$ cat config.mk
export PLATFORM = sky130hd
export DESIGN_NAME = pspc_top
export DESIGN_NICKNAME = d
export VERILOG_FILES = /design/src/hdl/pspc_pkg.sv /design/src/hdl/pspc_top.sv
export SDC_FILE = /design/constraint.sdc
export NUM_CORES = 1
export LEC_CHECK = 0
export ABC_AREA = 1
export BUFFER_PORTS_ARGS = -buffer_cell sky130_fd_sc_hd__buf_2
export CORE_UTILIZATION = 40
export CTS_BUF_LIST = sky130_fd_sc_hd__clkbuf_4 sky130_fd_sc_hd__clkbuf_8 sky130_fd_sc_hd__clkbuf_16
export DETAILED_ROUTE_END_ITERATION = 16
export HOLD_SLACK_MARGIN = 0.05
export PLACE_DENSITY_LB_ADDON = 0.25
export SLEW_MARGIN = 40
export SYNTH_ARGS = -nofsm -noshare
export SYNTH_HDL_FRONTEND = slang
export SYNTH_SLANG_ARGS = --single-unit
$ cat constraint.sdc
create_clock -name clk -period 21.1 [get_ports clk]
set_input_delay 4.22 -clock clk [delete_from_list [all_inputs] [get_ports clk]]
set_output_delay 4.22 -clock clk [all_outputs]
set_load 0.01 [all_outputs]
$ cat src/hdl/pspc_pkg.sv
// Constants for the three-unit power-stage waveform controller: register map,
// field positions, reset values and prescaler factors.
// Assumes a byte-wide register port with 6 address bits, 16 bytes per unit.
//
// How it works
// Four 12-bit compare values are checked against the counter each step.
// A match pulses a compare event and sets or clears a waveform part.
// Reset-B also carries a 4-bit fraction driving flank width modulation.
// High bytes go through one shared 8-bit holding byte; low writes commit.
// Software writes the high byte first, then the low byte.
// Fifty-percent mode copies set-B and reset-B into A on reset-B update.
// Autolock buffers writes; update at cycle end if reset-B written last.
// Autolock wins over lock when both are set.
// Lock buffers all compare and output writes until lock is cleared.
// Mode field picks one-ramp, two-ramp, four-ramp or center-aligned.
// Polarity bit clear gives active-low outputs, set gives active-high.
// Clock-select bit picks fast input clock when set, slow when clear.
// Unit 2 bit 0 enables output matrix; polarity then has no effect.
// Prescaler divides by 1, 4, then 16/64 early or 32/256 later.
// Balance bit extends flank modulation to on-time 0 as well; the code does so in one-ramp and two-ramp modes only.
// Async control bits let a selected fault drive outputs combinationally.
// Autorun makes a unit start together with its leading unit.
// Complete-cycle lets a halted unit finish its cycle; ignored as slave.
// Run bit starts the unit and wins over its autorun bit.
// Each unit has fast and slow clock inputs chosen before the prescaler.
// End-of-cycle event fires on counter match with reset-B.

package pspc_pkg;

  localparam int UNITS        = 3;
  localparam int CMP_W        = 12;
  localparam int FRAC_W       = 4;
  localparam int ADDR_W       = 6;

  // Byte offsets inside one unit's 16-byte window
  localparam logic [3:0] OFF_SA_L   = 4'h0;
  localparam logic [3:0] OFF_SA_H   = 4'h1;
  localparam logic [3:0] OFF_RA_L   = 4'h2;
  localparam logic [3:0] OFF_RA_H   = 4'h3;
  localparam logic [3:0] OFF_SB_L   = 4'h4;
  localparam logic [3:0] OFF_SB_H   = 4'h5;
  localparam logic [3:0] OFF_RB_L   = 4'h6;
  localparam logic [3:0] OFF_RB_H   = 4'h7;
  localparam logic [3:0] OFF_CNF    = 4'h8;
  localparam logic [3:0] OFF_CTL    = 4'h9;
  localparam logic [3:0] OFF_SOC    = 4'hA;
  localparam logic [3:0] OFF_STAT   = 4'hB;
  localparam logic [3:0] OFF_CNT_L  = 4'hC;
  localparam logic [3:0] OFF_CNT_H  = 4'hD;
  localparam logic [3:0] OFF_MATRIX = 4'hE;

  // Configuration fields
  localparam int CNF_FIFTY  = 7;
  localparam int CNF_ALOCK  = 6;
  localparam int CNF_LOCK   = 5;
  localparam int CNF_MODE_H = 4;
  localparam int CNF_MODE_L = 3;
  localparam int CNF_POL    = 2;
  localparam int CNF_CLKSEL = 1;
  localparam int CNF_MATRIX = 0;

  // Control fields
  localparam int CTL_PRE_H  = 7;
  localparam int CTL_PRE_L  = 6;
  localparam int CTL_BAL    = 5;
  localparam int CTL_AOC_B  = 4;
  localparam int CTL_AOC_A  = 3;
  localparam int CTL_FOLLOW = 2;
  localparam int CTL_FINISH = 1;
  localparam int CTL_RUN    = 0;

  // Output configuration enables
  localparam int SOC_OE_A   = 0;
  localparam int SOC_OE_B   = 2;

  localparam logic [7:0]  CNF_RESET = 8'h00;
  localparam logic [7:0]  CTL_RESET = 8'h00;
  localparam logic [7:0]  SOC_RESET = 8'h00;
  localparam logic [15:0] CMP_RESET = 16'h0000;

  // Prescaler terminal counts (factor minus one)
  localparam logic [7:0] PRE_DIV1    = 8'h00;
  localparam logic [7:0] PRE_DIV4    = 8'h03;
  localparam logic [7:0] PRE_DIV16   = 8'h0F;
  localparam logic [7:0] PRE_DIV64   = 8'h3F;
  localparam logic [7:0] PRE_DIV32   = 8'h1F;
  localparam logic [7:0] PRE_DIV256  = 8'hFF;

  typedef enum logic [1:0] {
    PSPC_ONE_RAMP  = 2'b00,
    PSPC_TWO_RAMP  = 2'b01,
    PSPC_FOUR_RAMP = 2'b10,
    PSPC_CENTER    = 2'b11
  } pspc_mode_type;

endpackage

$ cat src/hdl/pspc_top.sv
// Three waveform units, unit 2 adding the output matrix, with compare, lock, prescaler and run control.
// Assumes the fast and slow input clocks arrive as one-cycle enable pulses on
// clk, and fault inputs are already selected and qualified per part.
`timescale 1ns/1ps

module pspc_top #(
  parameter bit LATE_VARIANT = 1'b1
) (
  input  wire logic                        clk,
  input  wire logic                        rst,
  input  wire logic [pspc_pkg::ADDR_W-1:0] addr,
  input  wire logic [7:0]                  wdata,
  input  wire logic                        wr_en,
  input  wire logic                        rd_en,
  output logic      [7:0]                  rdata,
  input  wire logic                        fast_input_clock,
  input  wire logic                        slow_input_clock,
  input  wire logic [2:0]                  fault_a,
  input  wire logic [2:0]                  fault_b,
  output logic      [2:0]                  out_a,
  output logic      [2:0]                  out_b,
  output logic      [2:0]                  oe_a,
  output logic      [2:0]                  oe_b,
  output logic      [11:0]                 compare_match,
  output logic      [2:0]                  end_of_cycle,
  output logic      [2:0]                  unit_running
);

  localparam int CW = pspc_pkg::CMP_W;

  function automatic logic [7:0] pre_limit(input logic [1:0] code, input logic late);
    case (code)
      2'b00:   pre_limit = pspc_pkg::PRE_DIV1;
      2'b01:   pre_limit = pspc_pkg::PRE_DIV4;
      2'b10:   pre_limit = late ? pspc_pkg::PRE_DIV32 : pspc_pkg::PRE_DIV16;
      default: pre_limit = late ? pspc_pkg::PRE_DIV256 : pspc_pkg::PRE_DIV64;
    endcase
  endfunction

  function automatic logic [1:0] last_ramp(input logic [1:0] mode);
    case (mode)
      pspc_pkg::PSPC_TWO_RAMP:  last_ramp = 2'h1;
      pspc_pkg::PSPC_FOUR_RAMP: last_ramp = 2'h3;
      default:                  last_ramp = 2'h0;
    endcase
  endfunction

  logic [7:0] temp_q;
  logic [2:0] run_bit;
  logic [2:0] follow_bit;
  logic [7:0] rd_val [3];

  // shared holding byte, R5 high byte first
  always_ff @(posedge clk or posedge rst) begin
    if (rst) begin
      temp_q <= 8'h00;
    end else if (wr_en && addr[0] && addr[5:4] != 2'h3) begin
      if (addr[3:0] <= pspc_pkg::OFF_RB_H) begin
        temp_q <= wdata;
      end
    end
  end

  always_ff @(posedge clk or posedge rst) begin
    if (rst) begin
      rdata <= 8'h00;
    end else if (rd_en && addr[5:4] != 2'h3) begin
      rdata <= rd_val[addr[5:4]];
    end else begin
      rdata <= 8'h00;
    end
  end

  genvar u;
  generate
    for (u = 0; u < pspc_pkg::UNITS; u++) begin : g_unit
      localparam int LEAD  = (u + 2) % 3;
      localparam int LEAD2 = (u + 1) % 3;

      logic [15:0] sa_b, ra_b, sb_b, rb_b;
      logic [15:0] sa_w, ra_w, sb_w, rb_w;
      logic [7:0]  cnf_q, ctl_q, soc_b, soc_w, mtx_b, mtx_w;
      logic        rb_last_q;
      logic [7:0]  pre_q;
      logic [CW-1:0] cnt_q;
      logic        dir_q;
      logic [1:0]  ramp_q;
      logic        hold_q;
      logic        a_late_q;
      logic [3:0]  frac_q;
      logic        running_q;
      logic        wa_q, wb_q;
      logic        oa_q, ob_q;
      logic [3:0]  cm_q;
      logic        eoc_q;

      logic        wr_u;
      logic [1:0]  mode;
      logic        center, src_en, step, go, upd;
      logic [CW-1:0] top;
      logic        is_last, at_top, at_bot, stretch, eoc_ev, cyc_end;
      logic        m_sa, m_ra, m_sb, m_rb;
      logic [4:0]  frac_sum;
      logic        carry, matrix_on, a_lvl, b_lvl, inact;

      assign wr_u      = wr_en && addr[5:4] == 2'(u);
      assign mode      = cnf_q[pspc_pkg::CNF_MODE_H:pspc_pkg::CNF_MODE_L];
      assign center    = mode == pspc_pkg::PSPC_CENTER;
      assign run_bit[u]    = ctl_q[pspc_pkg::CTL_RUN];
      assign follow_bit[u] = ctl_q[pspc_pkg::CTL_FOLLOW];

      // clock source before prescaler
      assign src_en = cnf_q[pspc_pkg::CNF_CLKSEL] ? fast_input_clock : slow_input_clock;
      // prescaler
      assign step   = running_q && src_en &&
                      pre_q == pre_limit(ctl_q[pspc_pkg::CTL_PRE_H:pspc_pkg::CTL_PRE_L],
                                         LATE_VARIANT);

      // start with leading unit; run wins
      assign go = run_bit[u] ||
                  (follow_bit[u] && (run_bit[LEAD] || (follow_bit[LEAD] && run_bit[LEAD2])));

      // ramp tops per mode
      always_comb begin
        top = rb_w[CW-1:0];
        if (mode == pspc_pkg::PSPC_TWO_RAMP && ramp_q == 2'h0) begin
          top = ra_w[CW-1:0];
        end else if (mode == pspc_pkg::PSPC_FOUR_RAMP) begin
          case (ramp_q)
            2'h0:    top = sa_w[CW-1:0];
            2'h1:    top = ra_w[CW-1:0];
            2'h2:    top = sb_w[CW-1:0];
            default: top = rb_w[CW-1:0];
          endcase
        end
      end

      assign is_last  = ramp_q == last_ramp(mode);
      assign at_top   = cnt_q == top;
      assign at_bot   = cnt_q == '0;
      // fractional accumulator carry
      assign frac_sum = {1'b0, frac_q} + {1'b0, rb_w[15:12]};
      assign carry    = frac_sum[4];
      assign stretch  = carry && !hold_q;
      // compare every step
      assign m_sa     = step && cnt_q == sa_w[CW-1:0];
      assign m_ra     = step && cnt_q == ra_w[CW-1:0];
      assign m_sb     = step && cnt_q == sb_w[CW-1:0];
      assign m_rb     = step && cnt_q == rb_w[CW-1:0];
      // end of cycle on reset-B match
      assign eoc_ev   = m_rb && at_top && (center ? !dir_q : is_last) && !stretch;
      assign cyc_end  = center ? (step && dir_q && at_bot) : eoc_ev;

      // autolock first, R7 update at cycle end, R9 lock release
      assign upd = cnf_q[pspc_pkg::CNF_ALOCK] ? (cyc_end && rb_last_q)
                                              : !cnf_q[pspc_pkg::CNF_LOCK];

      always_ff @(posedge clk or posedge rst) begin
        if (rst) begin
          sa_b      <= pspc_pkg::CMP_RESET;
          ra_b      <= pspc_pkg::CMP_RESET;
          sb_b      <= pspc_pkg::CMP_RESET;
          rb_b      <= pspc_pkg::CMP_RESET;
          cnf_q     <= pspc_pkg::CNF_RESET;
          ctl_q     <= pspc_pkg::CTL_RESET;
          soc_b     <= pspc_pkg::SOC_RESET;
          mtx_b     <= 8'h00;
          rb_last_q <= 1'b0;
        end else begin
          if (upd) begin
            rb_last_q <= 1'b0;
          end
          if (wr_u) begin
            case (addr[3:0])
              // low-byte write commits both bytes
              pspc_pkg::OFF_SA_L: begin
                sa_b      <= {temp_q, wdata};
                rb_last_q <= 1'b0;
              end
              pspc_pkg::OFF_RA_L: begin
                ra_b      <= {temp_q, wdata};
                rb_last_q <= 1'b0;
              end
              pspc_pkg::OFF_SB_L: begin
                sb_b      <= {temp_q, wdata};
                rb_last_q <= 1'b0;
              end
              pspc_pkg::OFF_RB_L: begin
                rb_b      <= {temp_q, wdata};
                rb_last_q <= 1'b1;
                // duplicate B values into A
                if (cnf_q[pspc_pkg::CNF_FIFTY]) begin
                  sa_b <= sb_b;
                  ra_b <= {temp_q, wdata};
                end
              end
              pspc_pkg::OFF_CNF: cnf_q <= (u == 2) ? wdata : {wdata[7:1], 1'b0};
              pspc_pkg::OFF_CTL: ctl_q <= wdata;
              pspc_pkg::OFF_SOC: begin
                soc_b     <= wdata;
                rb_last_q <= 1'b0;
              end
              pspc_pkg::OFF_MATRIX: begin
                if (u == 2) begin
                  mtx_b     <= wdata;
                  rb_last_q <= 1'b0;
                end
              end
              default: ;
            endcase
          end
        end
      end

      // working copies follow buffers only when allowed
      always_ff @(posedge clk or posedge rst) begin
        if (rst) begin
          sa_w  <= pspc_pkg::CMP_RESET;
          ra_w  <= pspc_pkg::CMP_RESET;
          sb_w  <= pspc_pkg::CMP_RESET;
          rb_w  <= pspc_pkg::CMP_RESET;
          soc_w <= pspc_pkg::SOC_RESET;
          mtx_w <= 8'h00;
        end else if (upd) begin
          sa_w  <= sa_b;
          ra_w  <= ra_b;
          sb_w  <= sb_b;
          rb_w  <= rb_b;
          soc_w <= soc_b;
          mtx_w <= mtx_b;
        end
      end

      always_ff @(posedge clk or posedge rst) begin
        if (rst) begin
          pre_q <= 8'h00;
        end else if (!running_q) begin
          pre_q <= 8'h00;
        end else if (src_en) begin
          pre_q <= step ? 8'h00 : pre_q + 8'h01;
        end
      end

      // finish cycle unless slave
      always_ff @(posedge clk or posedge rst) begin
        if (rst) begin
          running_q <= 1'b0;
        end else if (go) begin
          running_q <= 1'b1;
        end else if (!(ctl_q[pspc_pkg::CTL_FINISH] && !follow_bit[u]) || cyc_end) begin
          running_q <= 1'b0;
        end
      end

      always_ff @(posedge clk or posedge rst) begin
        if (rst) begin
          cnt_q  <= '0;
          dir_q  <= 1'b0;
          ramp_q <= 2'h0;
          hold_q <= 1'b0;
          frac_q <= 4'h0;
        end else if (!running_q) begin
          cnt_q  <= '0;
          dir_q  <= 1'b0;
          ramp_q <= 2'h0;
          hold_q <= 1'b0;
        end else if (step) begin
          // carry stretches the top by one step
          if (at_top && (center ? !dir_q : is_last) && stretch) begin
            hold_q <= 1'b1;
          end else if (center) begin
            hold_q <= 1'b0;
            if (!dir_q) begin
              if (at_top) begin
                dir_q <= 1'b1;
              end else begin
                cnt_q <= cnt_q + 1'b1;
              end
            end else if (at_bot) begin
              dir_q <= 1'b0;
            end else begin
              cnt_q <= cnt_q - 1'b1;
            end
          end else if (at_top) begin
            hold_q <= 1'b0;
            cnt_q  <= '0;
            ramp_q <= is_last ? 2'h0 : ramp_q + 2'h1;
          end else begin
            cnt_q <= cnt_q + 1'b1;
          end
          if (cyc_end) begin
            frac_q <= frac_sum[3:0];
          end
        end
      end

      // matches set and clear waveform parts
      always_ff @(posedge clk or posedge rst) begin
        if (rst) begin
          wa_q     <= 1'b0;
          wb_q     <= 1'b0;
          a_late_q <= 1'b0;
        end else if (!running_q) begin
          wa_q     <= 1'b0;
          wb_q     <= 1'b0;
          a_late_q <= 1'b0;
        end else if (step) begin
          a_late_q <= 1'b0;
          if (a_late_q) begin
            wa_q <= 1'b0;
          end
          unique case (mode)
            pspc_pkg::PSPC_ONE_RAMP, pspc_pkg::PSPC_TWO_RAMP: begin
              if (m_sa && ramp_q == 2'h0) begin
                wa_q <= 1'b1;
              end
              if (m_ra && ramp_q == 2'h0) begin
                // balanced mode stretches on-time 0 too
                if (ctl_q[pspc_pkg::CTL_BAL] && carry) begin
                  a_late_q <= 1'b1;
                end else begin
                  wa_q <= 1'b0;
                end
              end
              if (m_sb && ramp_q == last_ramp(mode)) begin
                wb_q <= 1'b1;
              end
            end
            pspc_pkg::PSPC_FOUR_RAMP: begin
              if (at_top && ramp_q == 2'h0) begin
                wa_q <= 1'b1;
              end
              if (at_top && ramp_q == 2'h1) begin
                wa_q <= 1'b0;
              end
              if (at_top && ramp_q == 2'h2) begin
                wb_q <= 1'b1;
              end
            end
            pspc_pkg::PSPC_CENTER: begin
              if (m_sa) begin
                wa_q <= !dir_q;
              end
              if (m_sb) begin
                wb_q <= !dir_q;
              end
            end
          endcase
          if (eoc_ev && !center) begin
            wb_q <= 1'b0;
          end
        end
      end

      // matrix on unit 2 overrides polarity
      assign matrix_on = (u == 2) && cnf_q[pspc_pkg::CNF_MATRIX];
      // polarity
      assign a_lvl = matrix_on ? mtx_w[ramp_q] : (cnf_q[pspc_pkg::CNF_POL] ? wa_q : !wa_q);
      assign b_lvl = matrix_on ? mtx_w[4 + ramp_q] : (cnf_q[pspc_pkg::CNF_POL] ? wb_q : !wb_q);
      assign inact = matrix_on ? 1'b0 : !cnf_q[pspc_pkg::CNF_POL];

      always_ff @(posedge clk or posedge rst) begin
        if (rst) begin
          oa_q  <= 1'b0;
          ob_q  <= 1'b0;
          cm_q  <= 4'h0;
          eoc_q <= 1'b0;
        end else begin
          oa_q  <= a_lvl;
          ob_q  <= b_lvl;
          cm_q  <= {m_rb, m_sb, m_ra, m_sa};
          eoc_q <= eoc_ev;
        end
      end

      // fault acts without the clocked path
      assign out_a[u] = (ctl_q[pspc_pkg::CTL_AOC_A] && fault_a[u]) ? inact : oa_q;
      assign out_b[u] = (ctl_q[pspc_pkg::CTL_AOC_B] && fault_b[u]) ? inact : ob_q;
      assign oe_a[u]  = soc_w[pspc_pkg::SOC_OE_A];
      assign oe_b[u]  = soc_w[pspc_pkg::SOC_OE_B];
      assign compare_match[4*u +: 4] = cm_q;
      assign end_of_cycle[u] = eoc_q;
      assign unit_running[u] = running_q;

      // Compare registers are write-only and read as zero
      always_comb begin
        case (addr[3:0])
          pspc_pkg::OFF_CNF:    rd_val[u] = cnf_q;
          pspc_pkg::OFF_CTL:    rd_val[u] = ctl_q;
          pspc_pkg::OFF_SOC:    rd_val[u] = soc_b;
          pspc_pkg::OFF_STAT:   rd_val[u] = {3'h0, rb_last_q, ramp_q, dir_q, running_q};
          pspc_pkg::OFF_CNT_L:  rd_val[u] = cnt_q[7:0];
          pspc_pkg::OFF_CNT_H:  rd_val[u] = {4'h0, cnt_q[CW-1:8]};
          pspc_pkg::OFF_MATRIX: rd_val[u] = (u == 2) ? mtx_b : 8'h00;
          default:              rd_val[u] = 8'h00;
        endcase
      end
    end
  endgenerate

endmodule // pspc_top

==> results of run 1 <==
[per-layer routing]
metal	routed length, um	vias to the layer above	global-route usage [%]
met5	0	-	0
met2	42400	730	39.1
met4	3020	0	8.76
met1	41900	12401	33.9
met3	4960	126	2.93
li1	-	12474	-
[kinds of logic after synthesis]
kind of cell	count (synthesis)	share of synthesized area, %
buffers and inverters	450	6.66
adder cells (fa/ha/maj)	51	2.20
flip-flops	540	45.0
AO/OA/AOI/OAI	618	11.5
multiplexers	24	0.901
XOR/XNOR	193	5.63
AND/OR/NAND/NOR	1962	28.0
[stage by stage]
| stage | instances | setup WS [ns] |
|---|---|---|
| final | 4798 | 12.18 |
| after global routing | 4795 | 12.08 |
| after floorplan | 3838 | 1.79 |
| after detailed placement | 4688 | 12.18 |
| after global placement | 4688 | 12.17 |
| after CTS | 4794 | 12.17 |
[worst max-delay path, stage by stage]
cell and delay [ns]:
buf_2 0.08, nand2_1 0.06, o31ai_1 0.18, buf_2 0.16
[cell usage in the layout, fill, tap and decap left out, types with 12 or more instances in the layout]
cell	count
nand2_1	1282
dfrtp_1	540
o21ai_0	340
nand3_1	325
inv_1	223
nor2_1	157
xor2_1	154
a21oi_1	119
buf_2	63
clkbuf_16	61
ha_1	48
nor3_1	39
xnor2_1	39
or2_2	32
nand3_2	26
nand4_1	26
o21ai_1	25
o22ai_1	24
mux2_2	24
nor4_1	19
buf_4	19
o2111ai_1	15
clkbuf_8	15
a31oi_1	14
a221oi_1	14
nor2_2	12
a41oi_1	12
[final timing paths]
path	to	slack, ns
max	out_b[2]	12.18
min	g_unit[1].ra_w[7]	0.46
max reg2reg	g_unit[2].sa_w[10]	16.52
min reg2reg	g_unit[1].ra_w[7]	0.46
max in group asynchronous	rdata[0]	15.71
min in group asynchronous	g_unit[1].sb_b[1]	3.65
[power breakdown]
group          switching [mW]  internal [mW]  total [mW]
logic                   0.476          0.239       0.715
registers               0.156           1.18        1.34
clock network           0.439          0.672        1.11
total                    1.07           2.09        3.16
[layout make-up]
cell class / count / area (um^2) / area share (%)
flip-flops and latches: 540 / 13500 / 41.1
clock buffers: 84 / 1790 / 5.46
clock inverters: 22 / 299 / 0.910
well taps: 969 / 1210 / 3.69
multi-input cells: 2848 / 14500 / 44.3
repair buffers: 88 / 551 / 1.68
inverters: 244 / 928 / 2.83
diodes: 3 / 7.51 / 0.0229
[state kept, by name (all words and copies together), names as in the netlist, 8 cells and up]
register / count
g_unit.rb_b: 48
g_unit.rb_w: 48
g_unit.cnt_q: 36
g_unit.ra_b: 36
g_unit.ra_w: 36
g_unit.sa_b: 36
g_unit.sa_w: 36
g_unit.sb_b: 36
g_unit.sb_w: 36
g_unit.ctl_q: 24
g_unit.pre_q: 24
g_unit.soc_b: 24
g_unit.cnf_q: 22
g_unit.cm_q: 12
g_unit.frac_q: 12
g_unit.mtx_b: 8
g_unit.mtx_w: 8
rdata: 8
temp_q: 8
==> impl_results.md, run 1 <==
* Via total after detailed routing at 25.7k
* Final standard cell utilization of the core at 44.2%
* Final number of hold-violating endpoints at 0
* Post-synthesis sequential area ratio at 45.0%
* Maximum capacitance violations at 0
* Achievable Freq at around 0.11 GHz
* Per-cell routed wire length at slightly below 20 um
* Worst slew pin tran at 0.844 ns
* Highest fanout seen on the critical path at 2
* Worst setup path category: input port to output pin
* Share of post-route cells with drive strength above 1 at 8.63%
* DR vias/cell at between 5 and 6
* Setup repair after global routing missed its margin: no
* Share of the cycle needed by the critical path after routing at around 42%
* I/O pin total at 64
* Hold_sp: g_unit[1].ra_b[7]
* Startpoint class of the critical path: input port
* Cells resized by post-CTS repair at 0
* Clock tree from TritonCTS: yes
* Number of global-route vias before repair at 24.5k
* Number of cells traversed by the worst register-to-register path at 19
* Synth async-reset ratio at 100%
* Initial Util at between 40% and 50%
* Number of synthesized flops with an enable pin at 0
* Nets at between 3k and 4k
* Global Route Usage Sum at between 20 and 25%
* GRT overflow at 0
* Initial DRC Count at 2257
* Reg2reg start: g_unit[2].ramp_q[0]
* Largest net degree at the start of global routing at approximately 150
* Wire length of the first global-routing pass at approximately 140 mm
* Cell with the most instances after synthesis: nand2_1
* Area of the core at 74300 um^2
* Wire length after detailed routing at about 90 mm
* Post-CTS clock slew at the launch and capture registers of the worst setup and hold paths at 0.06 ns
* Pre-Repair DR Iteration Count at 5
* Drc violations at 0
* Latest clock arrival within the worst-skew pair at 0.63 ns
* Initial antenna violation count at 5
* CP Capture Type: output pin
* Top flip-flop cell by instance count after synthesis: dfrtp_1
* Post-route total power at ~3.2 mW
* Tightest Hold Check Type: register to register
* # fillers at about 7.5k
* Routability congestion estimate from global placement at slightly above 0.9
* Req. time, crit path at around 17 ns
* Number of cells on the worst hold path at 2
* Area of the mapped netlist at 30000 um^2
* Hold-fix buffers, CTS at 0
* Final cell area excluding filler cells at roughly 33000 um^2
* Dominant cell type by area after synthesis: dfrtp_1
* Max Slew Vio Count at 0
* Placed instance area at a little over 30000 um^2
* Area added between synthesis and finish at 9.51%
* Min Tclk post-route at roughly 8.9 ns
* Slew Limit Headroom at 43.6%
* Static power due to leakage at 16.2 nW
* Number of flip-flops and latches in the synthesized netlist at 540
* Number of buffers added on ports at 63
* Proportion of netlist area held by the largest area contributor at approximately 45%
* Setup_tns at 0 ns
* Final worst hold slack at 0.463 ns
* Arrival time worst endpoint at 4.70 ns
* Total power divided by cell area at just under 100 nW/um^2
* Source of the critical timing path: fault_b[2]
* Total number of yosys warnings at 0
* Final clock skew at 0.0339 ns
* Net count of the mapped netlist at just under 4k
* Clk sinks at between 500 and 600
* Worst vdd ir at 0.0601 mV
* Total number of placement rows at 100
* Placed wire-length estimate after detailed placement at 64.5 mm
* Routed Antenna Nets at 0
* Level count of the clock H-tree at 2
* Synthesized area divided by synthesized cell count at 7.82 um^2
* Clk buf depth at 3
* Final setup viols at 0
* Count of cell types in the netlist at 56
* Cts bufs inserted at 59
* Die ar. at roughly 76000 um^2
* Die span in x at between 200 and 300 um
* Outcome: finished, final reports clean
* Top post-synthesis cells by area: dfrtp_1 (45%), nand2_1 (16%), o21ai_0 (5.7%)
* Chip Height at roughly 280 um
* Cell count after synthesis at 3838
* Synth cell count leaders: nand2_1 (1286), dfrtp_1 (540), o21ai_0 (340)
* Root buffer cell: clkbuf_16
* Buffers inserted by post-CTS timing repair at 0
Note: power is estimated with default switching activity, not from simulation.
==> run 2, diff against run 1 <==
clock period = 8.93 ns   (was 21.1 ns; I/O delays follow)
==> run 2 against run 1 <==
  * Critical path depth up 14
  * Total power up 140%
  * Die area unchanged
  * Register-to-register slack lost 12 ns
  * Clock power is 140% higher
  * Clock skew is 0.0032 ns higher
  * Non-clock buffer count is 2 higher
  * Largest power group unchanged
==> impl_results.md, run 2 (synthesized netlist as in run 1, its figures left out) <==
* DR vias/cell at 5.37 (+0.18%)
* Part of the power in combinational logic at 22.6% (about the same)
* Worst vdd ir at 0.157 mV (+160%)
* Number of buffers added on ports at 63 (unchanged)
* Chip Height at 276 um (unchanged)
* Area of the core at 74300 um^2 (unchanged)
* Final setup viols at 0 (unchanged)
* Buf+Inv Stages, Crit Path at 1 (-1)
* Slowest CP cell: ha_1
* Count of placed standard cells including taps at 4690 (+0.043%)
* Dominant delay contributor by cell family on the critical path: simple AND/OR/NAND/NOR gates
* Share of the cycle needed by the critical path after routing at between 50 and 60%
* CP Capture Type: register
* Maximum capacitance violations at 0 (unchanged)
* Worst slew pin tran at 0.868 ns (+0.0239 ns)
* Initial antenna violation count at 7 (+2)
* Post-CTS clock slew at the launch and capture registers of the worst setup and hold paths at 0.06 ns (about the same)
* Largest net degree at the start of global routing at 148 (-3.3%)
* Nets at 3861 (+0.078%)
* Worst setup path category: register to register
* P_int at 4.94 mW (+140%)
* Cts bufs inserted at 60 (+1.7%)
* Clk buf depth at 3 (unchanged)
* Root buffer cell: clkbuf_16
* Switching part of the total power at 34.1% (+0.25 points)
* Global Route Usage Sum at 24.5% (+0.12 points)
* Diodes inserted at 0 (-3)
* Placed wire-length estimate after detailed placement at 64.6 mm (+0.19%)
* Max Slew Vio Count at 0 (unchanged)
* Fraction of power consumed by sequential logic at 42.1% (-0.2 points)
* Achievable Freq at between 0.2 and 0.25 GHz
* Final worst hold slack at 0.462 ns (-0.000975 ns)
* Via total after detailed routing at 25.8k (+0.22%)
* Most common cell after layout, fill and taps aside: nand2_1
* Initial DRC Count at 2510 (+11%)
* Switching power summed over all nets at 2.56 mW (+140%)
* Delay of the slowest critical-path stage at 0.69 ns (+0.51 ns)
* Arrival time worst endpoint at 5.20 ns (+0.50 ns)
* Number of global-route vias before repair at 24.4k (-0.34%)
* Buffers inserted by post-CTS timing repair at 0 (unchanged)
* Final cell area excluding filler cells at 32900 um^2 (+0.29%)
* Startpoint class of the critical path: register
* Placed instance area at 30800 um^2 (+0.29%)
* Clk sinks at 540 (unchanged)
* Level count of the clock H-tree at 2 (unchanged)
* Outcome: finished, final reports clean
* Fin cells at 4800 (+0.042%)
* Fraction of power consumed by the clock network at 35.3% (+0.2 points)
* Area added between synthesis and finish at 9.83%
* Total power divided by cell area at 227 nW/um^2 (+140%)
* Final clock skew at 0.0371 ns (+0.00319 ns)
* Static power due to leakage at 16.2 nW (+0.22%)
* Routed Antenna Nets at 0 (unchanged)
* Drc violations at 0 (unchanged)
* Setup_tns at 0 ns (unchanged)
* Final number of hold-violating endpoints at 0 (unchanged)
* Die span in x at 276 um (unchanged)
* Total number of placement rows at 100 (unchanged)
* Slew Limit Headroom at 41.9% (-1.7 points)
* Tightest Hold Check Type: register to register
* Hold-fix buffers, CTS at 0 (unchanged)
* Wire length after detailed routing at 91.9 mm (-0.33%)
* Regs by FF count: g_unit.rb_b x48, g_unit.rb_w x48
* Setup repair after global routing missed its margin: no
* Wire length of the first global-routing pass at 145 mm (+0.37%)
* Pre-Repair DR Iteration Count at 6 (+1)
* Share of post-route cells with drive strength above 1 at 8.74% (+0.12 points)
* Most frequent CP cell: nand2_1
* Cells resized by post-CTS repair at 0 (unchanged)
* Latest clock arrival within the worst-skew pair at 0.66 ns (+0.03 ns)
* Initial Util at 40.4% (unchanged)
* Routability congestion estimate from global placement at 0.959 (+3.2%)
* GRT overflow at 0 (unchanged)
* Crit-path cells: inv_1 -> ha_1 -> nand2_4 -> nand2_1 -> nand2_1 -> nand2_1 -> nand2_1 -> nand2_1 -> nand2_1 -> nor2_1 -> nand3_2 -> nor2_2 -> nand3_2 -> nand2_4 -> nand2_4 -> nand2_4 -> nand2_1 -> nand2_1
* Most used cells in the layout excluding fill and tap cells: nand2_1 (1282), dfrtp_1 (540), o21ai_0 (340)
* Min Tclk post-route at roughly 4.6 ns
* Clock tree from TritonCTS: yes
* Per-cell routed wire length at 19.2 um (-0.37%)
* I/O pin total at 64 (unchanged)
* Die ar. at 76100 um^2 (unchanged)
* Highest fanout seen on the critical path at 56 (+54)
* Req. time, crit path at 9.50 ns (-7.38 ns)
[run 2: changes by cell type in the layout (fill, tap and decap cells not counted), sizes merged]
cell and delta:
inv +2, clkbuf -6, clkinvlp +3, clkinv +3
diode -3, bufinv +1, buf +2
[run 2: final cells by class]
cell class / instances / area (um^2)
clock buffers: 78 / 1720
multi-input cells: 2848 / 14600
fillers: 7470 / 41400
clock inverters: 31 / 393
well taps: 969 / 1210
inverters: 244 / 920
flip-flops and latches: 540 / 13500
repair buffers: 90 / 636
[run 2: power by group through the flow]
| stage | clock network (mW) | registers [mW] | logic (mW) |
|---|---|---|---|
| 2_1_floorplan | 0 | 3.04 | 1.31 |
| 3_3_place_gp | 0 | 3.20 | 1.65 |
| 3_5_place_dp | 0 | 3.20 | 1.68 |
| 4_1_cts | 2.70 | 3.15 | 1.69 |
| 5_1_grt | 2.80 | 3.20 | 1.92 |
| 6_report | 2.65 | 3.16 | 1.69 |
[run 2: worst paths after layout]
path                                      from                 end  slack (ns)  cells after the start
max                        g_unit[0].ramp_q[0]  g_unit[0].soc_w[0]        4.30                     18
min                         g_unit[0].sa_b[10]  g_unit[0].sa_w[10]        0.46                      2
max reg2reg                g_unit[0].ramp_q[0]  g_unit[0].soc_w[0]        4.30                     18
min reg2reg                 g_unit[0].sa_b[10]  g_unit[0].sa_w[10]        0.46                      2
max in group asynchronous                  rst   g_unit[2].ra_b[9]        5.94                      7
min in group asynchronous                  rst   g_unit[1].sb_b[0]        1.22                      3
[run 2: tightest hold or removal path: stages, from the launching register on]
cell and delay [ns]:
dfrtp_1 0.34, nand2_1 0.06, nand2_1 0.05
[run 2: per-stage QoR]
step                      power (mW)  setup WS (ns)  util, %
after floorplan                 4.35         -0.200        -
after global placement          4.85           3.89     41.3
after detailed placement        4.88           3.77     41.4
after CTS                       7.54           4.30     44.3
after global routing            7.93           3.89     44.3
final                           7.50           4.30     44.3
[run 2: metal layers]
layer / wire [um] / track usage, % / part of all wire [%] / vias to the layer above
met5: 0 / 0 / 0 / -
met4: 3300 / 8.92 / 3.6 / 0
met3: 5390 / 3.05 / 5.9 / 169
met2: 42100 / 38.7 / 46 / 795
met1: 41100 / 34.5 / 45 / 12343
li1: - / - / - / 12481
